[src/design/cpm_pkg.sv]
package cpm_pkg;
   localparam int SAMPLE_W = 14;
   localparam int REG_W = 8;
   localparam int SER_ADDR_BITS = 8;
   localparam int SER_FRAME_BITS = 16;
   localparam int SYNC_W = 7;
   // bus byte offsets; serial address equals offset / 4
   localparam logic [3:0] REG_CTRL = 4'h0;
   localparam logic [3:0] REG_STATUS = 4'h4;
   localparam logic [3:0] REG_SWRESET = 4'h8;
   localparam logic [1:0] IDX_CTRL = 2'h0;
   localparam logic [1:0] IDX_STATUS = 2'h1;
   localparam logic [1:0] IDX_SWRESET = 2'h2;
   localparam int CTRL_READOUT_BIT = 0;
   localparam int CTRL_PDN_BIT = 1;
   localparam int SWRESET_BIT = 0;
   localparam logic CTRL_READOUT_RST = 1'h0;
   localparam logic CTRL_PDN_RST = 1'h0;
   localparam int ST_PARALLEL = 0;
   localparam int ST_PDN = 1;
   localparam int ST_EDGE = 2;
   localparam int ST_TWOS = 3;
   localparam int ST_CMOS = 4;
   localparam int ST_OE = 5;
   // format pin level code fields
   localparam int FMT_TWOS_BIT = 0;
   localparam int FMT_CMOS_BIT = 1;
   // synchroniser bank lanes
   localparam int SY_HWRST = 0;
   localparam int SY_SCLK = 1;
   localparam int SY_SERIAL_DATA_OR_POWERDOWN_PIN = 2;
   localparam int SY_SEN = 3;
   localparam int SY_FMT0 = 4;
   localparam int SY_FMT1 = 5;
   localparam int SY_OE = 6;
   typedef enum logic [1:0] {SER_IDLE, SER_ADDR, SER_DATA, SER_DONE} cpm_ser_state_type;
endpackage

[src/design/cpm_sync.sv]
`timescale 1ns/10ps
module cpm_sync #(parameter int WIDTH = 1) (
   input wire logic clock, // system clock
   input wire logic rst, // async reset, active high
   input wire logic [WIDTH-1:0] asyncIn, // levels from pins
   output logic [WIDTH-1:0] syncOut // synchronised levels
);
   logic [WIDTH-1:0] stage1_ff;
   logic [WIDTH-1:0] stage2_ff;

   always_ff @(posedge clock or posedge rst) begin
      if (rst) begin
         stage1_ff <= '0;
         stage2_ff <= '0;
      end else begin
         stage1_ff <= asyncIn;
         stage2_ff <= stage1_ff;
      end
   end

   assign syncOut = stage2_ff;
endmodule // cpm_sync

[src/design/cpm_control_pin_mode.sv]
`timescale 1ns/10ps
module cpm_control_pin_mode (
   input wire logic clock, // 100 MHz system clock
   input wire logic rst, // async reset, active high
   input wire logic [3:0] regAddr, // register byte offset
   input wire logic [7:0] regWrData, // register write data
   input wire logic regWr, // write strobe
   input wire logic regRd, // read strobe
   output logic [7:0] regRdData, // read data, cycle after strobe
   input wire logic hwResetPin, // hardware reset / mode pin
   input wire logic serialClkPin, // serial clock pin
   input wire logic serialDataOrPowerdownPin, // serial data or power-down
   input wire logic serialEnableOrEdgePin, // serial enable (low) or edge select
   input wire logic [1:0] formatSelectPin, // format pin level code
   input wire logic outputEnablePin, // output buffer enable, high
   input wire logic [13:0] sampleIn, // offset binary sample from core
   input wire logic sampleValid, // sample strobe from core
   input wire logic overRangeIn, // out-of-range flag from core
   output logic [13:0] parallelSampleBus, // CMOS data word
   output logic parallelSampleBusOe, // data bus drive enable
   output logic outputClockPin, // CMOS output clock
   output logic outputClockPinOe, // output clock drive enable
   output logic overrangeOrReadbackPin, // shared indicator / readback
   output logic overrangeOrReadbackPinOe, // shared pin drive enable
   output logic powerDown, // power-down request to core
   output logic parallelMode // high while pin-control mode
);
   logic [cpm_pkg::SYNC_W-1:0] pinSync;
   logic hwRstS, sclkS, sdataS, senS, twosS, cmosS, oeS;
   logic sclkDly_ff, nxt_sclkDly;
   logic sclkRise;
   cpm_pkg::cpm_ser_state_type serState_ff, nxt_serState;
   logic [4:0] bitCnt_ff, nxt_bitCnt;
   logic [cpm_pkg::SER_FRAME_BITS-1:0] shift_ff, nxt_shift;
   logic [cpm_pkg::REG_W-1:0] readShift_ff, nxt_readShift;
   logic readout_ff, nxt_readout;
   logic pdnBit_ff, nxt_pdnBit;
   logic [cpm_pkg::REG_W-1:0] rdData_ff, nxt_rdData;
   logic [13:0] sample_ff, nxt_sample;
   logic ovr_ff, nxt_ovr;
   logic clkDiv_ff, nxt_clkDiv;
   logic outClk_ff, nxt_outClk;
   logic sharedPin_ff, nxt_sharedPin;
   logic edgeSel;
   logic [cpm_pkg::SER_FRAME_BITS-1:0] frame;
   logic swResetReq;

   cpm_sync #(.WIDTH(cpm_pkg::SYNC_W)) u_sync (
      .clock(clock),
      .rst(rst),
      .asyncIn({outputEnablePin, formatSelectPin, serialEnableOrEdgePin, serialDataOrPowerdownPin,
                serialClkPin, hwResetPin}),
      .syncOut(pinSync)
   );

   assign hwRstS = pinSync[cpm_pkg::SY_HWRST];
   assign sclkS = pinSync[cpm_pkg::SY_SCLK];
   assign sdataS = pinSync[cpm_pkg::SY_SERIAL_DATA_OR_POWERDOWN_PIN];
   assign senS = pinSync[cpm_pkg::SY_SEN];
   assign twosS = pinSync[cpm_pkg::SY_FMT0 + cpm_pkg::FMT_TWOS_BIT];
   assign cmosS = pinSync[cpm_pkg::SY_FMT0 + cpm_pkg::FMT_CMOS_BIT];
   assign oeS = pinSync[cpm_pkg::SY_OE];

   // a held-high reset pin is the only thing that selects pin-control mode
   assign parallelMode = hwRstS;
   assign powerDown = parallelMode ? sdataS : pdnBit_ff;
   assign edgeSel = parallelMode ? senS : 1'b0;
   assign sclkRise = sclkS & ~sclkDly_ff;
   assign frame = {shift_ff[cpm_pkg::SER_FRAME_BITS-2:0], sdataS};

   function automatic logic [7:0] readIndex(input logic [1:0] idx);
      logic [7:0] val;
      val = 8'h00;
      case (idx)
         cpm_pkg::IDX_CTRL: begin
            val[cpm_pkg::CTRL_READOUT_BIT] = readout_ff;
            val[cpm_pkg::CTRL_PDN_BIT] = pdnBit_ff;
         end
         cpm_pkg::IDX_STATUS: begin
            val[cpm_pkg::ST_PARALLEL] = parallelMode;
            val[cpm_pkg::ST_PDN] = powerDown;
            val[cpm_pkg::ST_EDGE] = edgeSel;
            val[cpm_pkg::ST_TWOS] = twosS;
            val[cpm_pkg::ST_CMOS] = cmosS;
            val[cpm_pkg::ST_OE] = oeS;
         end
         default: val = 8'h00;
      endcase
      return val;
   endfunction

   // serial interface: 8 address bits then 8 data bits, msb first, enable low
   always_comb begin
      nxt_serState = serState_ff;
      nxt_bitCnt = bitCnt_ff;
      nxt_shift = shift_ff;
      nxt_readShift = readShift_ff;
      nxt_sclkDly = sclkS;
      nxt_readout = readout_ff;
      nxt_pdnBit = pdnBit_ff;
      swResetReq = 1'b0;
      if (regWr && regAddr == cpm_pkg::REG_CTRL) begin
         nxt_readout = regWrData[cpm_pkg::CTRL_READOUT_BIT];
         nxt_pdnBit = regWrData[cpm_pkg::CTRL_PDN_BIT];
      end
      if (regWr && regAddr == cpm_pkg::REG_SWRESET && regWrData[cpm_pkg::SWRESET_BIT]) begin
         swResetReq = 1'b1;
      end
      case (serState_ff)
         cpm_pkg::SER_IDLE: begin
            nxt_bitCnt = 5'h00;
            if (!senS && !parallelMode) begin
               nxt_serState = cpm_pkg::SER_ADDR;
            end
         end
         cpm_pkg::SER_ADDR: begin
            if (sclkRise) begin
               nxt_shift = frame;
               nxt_bitCnt = bitCnt_ff + 5'h01;
               if (bitCnt_ff == 5'(cpm_pkg::SER_ADDR_BITS - 1)) begin
                  nxt_serState = cpm_pkg::SER_DATA;
                  nxt_readShift = (frame[7:2] == 6'h00) ? readIndex(frame[1:0]) : 8'h00;
               end
            end
         end
         cpm_pkg::SER_DATA: begin
            if (sclkRise) begin
               nxt_shift = frame;
               nxt_bitCnt = bitCnt_ff + 5'h01;
               nxt_readShift = {readShift_ff[6:0], 1'b0};
               if (bitCnt_ff == 5'(cpm_pkg::SER_FRAME_BITS - 1)) begin
                  nxt_serState = cpm_pkg::SER_DONE;
                  // while readout is on, frames are reads and do not write
                  if (!readout_ff && frame[15:10] == 6'h00) begin
                     if (frame[9:8] == cpm_pkg::IDX_CTRL) begin
                        nxt_readout = frame[cpm_pkg::CTRL_READOUT_BIT];
                        nxt_pdnBit = frame[cpm_pkg::CTRL_PDN_BIT];
                     end
                     if (frame[9:8] == cpm_pkg::IDX_SWRESET && frame[cpm_pkg::SWRESET_BIT]) begin
                        swResetReq = 1'b1;
                     end
                  end
               end
            end
         end
         cpm_pkg::SER_DONE: nxt_serState = cpm_pkg::SER_DONE;
         default: nxt_serState = cpm_pkg::SER_IDLE;
      endcase
      // enable high aborts any frame
      if (senS || parallelMode) begin
         nxt_serState = cpm_pkg::SER_IDLE;
      end
      // a high reset pin or software reset returns the registers to defaults
      if (hwRstS || swResetReq) begin
         nxt_readout = cpm_pkg::CTRL_READOUT_RST;
         nxt_pdnBit = cpm_pkg::CTRL_PDN_RST;
      end
   end

   // bus read port and sample path
   always_comb begin
      nxt_rdData = 8'h00;
      if (regRd) begin
         nxt_rdData = (regAddr[1:0] == 2'h0) ? readIndex(regAddr[3:2]) : 8'h00;
      end
      nxt_sample = sample_ff;
      nxt_ovr = ovr_ff;
      if (sampleValid && !powerDown) begin
         nxt_sample = twosS ? {~sampleIn[13], sampleIn[12:0]} : sampleIn;
         nxt_ovr = overRangeIn;
      end
      nxt_clkDiv = (cmosS && !powerDown) ? ~clkDiv_ff : clkDiv_ff;
      nxt_outClk = clkDiv_ff ^ edgeSel;
      nxt_sharedPin = readout_ff ? readShift_ff[7] : ovr_ff;
   end

   always_ff @(posedge clock or posedge rst) begin
      if (rst) begin
         serState_ff <= cpm_pkg::SER_IDLE;
         bitCnt_ff <= 5'h00;
         shift_ff <= 16'h0000;
         readShift_ff <= 8'h00;
         sclkDly_ff <= 1'b0;
         readout_ff <= cpm_pkg::CTRL_READOUT_RST;
         pdnBit_ff <= cpm_pkg::CTRL_PDN_RST;
         rdData_ff <= 8'h00;
         sample_ff <= 14'h0000;
         ovr_ff <= 1'b0;
         clkDiv_ff <= 1'b0;
         outClk_ff <= 1'b0;
         sharedPin_ff <= 1'b0;
      end else begin
         serState_ff <= nxt_serState;
         bitCnt_ff <= nxt_bitCnt;
         shift_ff <= nxt_shift;
         readShift_ff <= nxt_readShift;
         sclkDly_ff <= nxt_sclkDly;
         readout_ff <= nxt_readout;
         pdnBit_ff <= nxt_pdnBit;
         rdData_ff <= nxt_rdData;
         sample_ff <= nxt_sample;
         ovr_ff <= nxt_ovr;
         clkDiv_ff <= nxt_clkDiv;
         outClk_ff <= nxt_outClk;
         sharedPin_ff <= nxt_sharedPin;
      end
   end

   assign regRdData = rdData_ff;
   assign parallelSampleBus = sample_ff;
   assign outputClockPin = outClk_ff;
   // the word bus is a CMOS-only driver; the LVDS pairs live elsewhere
   assign parallelSampleBusOe = oeS & cmosS;
   assign outputClockPinOe = oeS & cmosS;
   assign overrangeOrReadbackPinOe = oeS;
   assign overrangeOrReadbackPin = sharedPin_ff;
endmodule // cpm_control_pin_mode

[config.mk]
export PLATFORM = sky130hd
export DESIGN_NAME = cpm_control_pin_mode
export DESIGN_NICKNAME = d
export VERILOG_FILES = /design/src/design/cpm_pkg.sv /design/src/design/cpm_sync.sv /design/src/design/cpm_control_pin_mode.sv
export SDC_FILE = /design/constraint.sdc
export NUM_CORES = 1
export LEC_CHECK = 0
export ABC_AREA = 0
export BUFFER_PORTS_ARGS = -buffer_cell sky130_fd_sc_hd__buf_4
export CAP_MARGIN = 20
export CORE_MARGIN = 2
export CORE_UTILIZATION = 53
export DETAILED_ROUTE_END_ITERATION = 8
export PLACE_DENSITY = 0.79
export SLEW_MARGIN = 20
export SYNTH_ARGS = -nofsm -noshare
export SYNTH_HDL_FRONTEND = slang
export SYNTH_HIERARCHICAL = 1
export SYNTH_SLANG_ARGS = --single-unit
[constraint.sdc]
create_clock -name clock -period 2.1 [get_ports clock]
set_input_delay 0.105 -clock clock [delete_from_list [all_inputs] [get_ports clock]]
set_output_delay 0.105 -clock clock [all_outputs]
set_load 0.005 [all_outputs]
==> results.ini <==
[sta]
timing.hold.ws_ns=0.0397
skew_ns=0.0102
period_minus_slack_ns=1.82
period_share=0.867
setup_tns_ns=0
final-setup-viol-count=0
rsz0062_at_grt=no
hold_viol=0
fin_ws_ns=0.280
report.final.slew_viol_count=0
max_freq_mhz=549

[setup_path]
cp_common_cell=nor2_1
required_ns=2.35
startpoint_type=register
crit_type=reg2reg
cpPeakStageDelay_ns=0.41
critPathTopFamily=compound AO/OA/AOI/OAI gates
cp.arrival_ns=2.07
crit_chain=inv_1, ha_1, nor2_1, a211oi_2, buf_4, nor2_1, a21oi_1
path_buf_inv=2
cp_slowest_cell=ha_1
worstPathMaxFanout=9
r2r-start=serState_ff[0]$_DFFE_PP0P_
r2r_slack_ns=0.28
end_kind=register
rr_worst_depth=7
timing.rr.end=readShift_ff[3]$_DFFE_PP0P_

[die]
start_util=0.543
core.rowCount=27
chipWidth_um=78.7
core_um2=5440
die_area_um2=6190
num_io_pins=68
dieHeight_um=78.7

[logic_synthesis]
synth_seq_cells=71
post_synth.cell_area_avg_um2=13.1
synth-edff-count=0
synthFlopType=dfrtp_1
synth-simple-area-share=0.0965
yosysMostFrequentCell=dfrtp_1
synth_cell_types=48
synthAdderAreaFrac=0.0212
syn_inst=225
synth_area_leaders=dfrtp_1, mux2_2, mux2_4
synthXorXnorAreaFrac=0.00889
synth_compound_area_frac=0.0902
synth_top_area_frac=0.601
ys_async_sr_fraction=1.00
yosysWarnings=6
synth_common_cells=dfrtp_1, mux2_2, nor2_1
yosysSeqAreaShare=0.601
synth_top_family_by_area=multiplexers
netlist_area_um2=2960
synth_mux_area_frac=0.146
yosysTopAreaCell=dfrtp_1

[cts]
cts_root_buffer=clkbuf_8
hold_buffers=22
cts_resized=0
clk_path_buf_depth=2
post-cts-setup-buffer-count=0
clock_sinks=71
numCtsBuffers=9
cts_tree=built
cts-htree-levels=3
insertion_delay_ns=0.34
path_clk_slew_ns=0.07

[layout]
layoutNonFillerInstCount=391
drive_gt1_frac=0.367
insertedDiodeCount=0
finalNetCount=358
area_delta_synth_final_pct=31.9
design_area_um2=3900

[drt]
drt_iter0_markers=126
antenna_left=0
routed_wl_um=6110
dr_total_vias=2071
drcViolationCount=0
wl_per_cell_um=15.6
viasPerCell=5.30
firstDrtPassIters=4

[pwr]
p_per_area_nw_per_um2=851
p_int_mw=2.46
swShare=0.258
comb_power_share=0.167
ir_worst_vdd_uv=920
p_clk_frac=0.328
net-switching-power_mw=0.855
seqPwrFrac=0.505
p_leak_nw=1.88

[placement]
dp_worst_setup_slack_ns=0.374
place_congestion=0.825
portBuffers=59
dp_hpwl_um=4020
dp.cells=353
dpl_cell_area_um2=3480

[min_path]
min_from=regAddr[2]
hold_path_end=regRdData[1]$_DFF_PP0_
hp-class=in2reg
hold_depth=2

[grt]
track_usage=0.216
gr-total-overflow=0
grt_max_degree=28
grt_pass1_wl_um=10000
antenna_found_initial=0
grt_pass1_vias=2107

[outcome]
outcome=completed

[job]
maxCapViolCount=0

cell usage in the layout, fill, tap and decap left out, types with 5 or more instances in the layout:
master	count
mux2_4	8
buf_4	64
ha_1	5
nor2_1	13
inv_1	8
dlygate4sd3_1	22
o21ai_0	7
mux2i_1	5
clkbuf_8	10
nand2_1	10
a21oi_1	7
dfrtp_1	71
mux2_2	22
layer usage:
metal	up-vias	track usage	wire [um]
met5	-	0	0
met4	0	0.0877	86
met3	8	0.0529	174
met2	46	0.356	3340
met1	1042	0.273	2510
li1	975	-	-
flip-flops by register name, summed over array words and instances (netlist names):
register and count:
u_sync/syncOut 7, readShift_ff 8, serState_ff 2, overrangeOrReadbackPin 1, shift_ff 15, outputClockPin 1, clkDiv_ff 1, ovr_ff 1
readout_ff 1, regRdData 6, sclkDly_ff 1, u_sync/stage1_ff 7, bitCnt_ff 5, parallelSampleBus 14, pdnBit_ff 1
logic make-up (layout without fill, tap and decap cells):
family                     after synthesis  after routing
AOI/OAI and AO/OA                       38             38
xor gates and xnor gates                 3              3
adders and majority gates                5              5
buffers and inverters                   19            112
DFF                                     71             71
muxes                                   36             36
other                                    1              2
and+or+nand+nor                         52             52
cell type report:
type                    instances  area, um^2
clock buffers                  11         141
repair buffers                 87         721
well taps                      72        90.1
flip-flops and latches         71        1780
clock inverters                 5        56.3
inverters                       9        33.8
multi-input cells             136        1080
fillers                       355        1540
worst max path at each step:
stage	start	end	slack [ns]	cells past startpoint
floorplan	serState_ff[0]$_DFFE_PP0P_	shift_ff[0]$_DFFE_PP0P_	0.51	6
global placement	serState_ff[0]$_DFFE_PP0P_	readShift_ff[2]$_DFFE_PP0P_	0.37	7
detailed placement	serState_ff[0]$_DFFE_PP0P_	readShift_ff[1]$_DFFE_PP0P_	0.37	7
CTS	serState_ff[0]$_DFFE_PP0P_	readShift_ff[2]$_DFFE_PP0P_	0.33	7
global route	serState_ff[0]$_DFFE_PP0P_	readShift_ff[3]$_DFFE_PP0P_	0.14	7
finish	serState_ff[0]$_DFFE_PP0P_	readShift_ff[3]$_DFFE_PP0P_	0.28	7
power groups by stage:
stage               clock [mW]  sequential (mW)  combinational [mW]
floorplan                    0             1.67               0.323
global placement             0             1.68               0.506
detailed placement           0             1.70               0.520
CTS                       1.10             1.67               0.556
global route              1.18             1.70               0.608
finish                    1.09             1.68               0.554
metrics by stage:
step                total power [mW]  utilization
finish                          3.32        0.717
CTS                             3.33        0.717
floorplan                       1.99            -
global placement                2.19        0.640
global route                    3.49        0.717
detailed placement              2.22        0.640
Note: power is estimated with default switching activity, not from simulation.
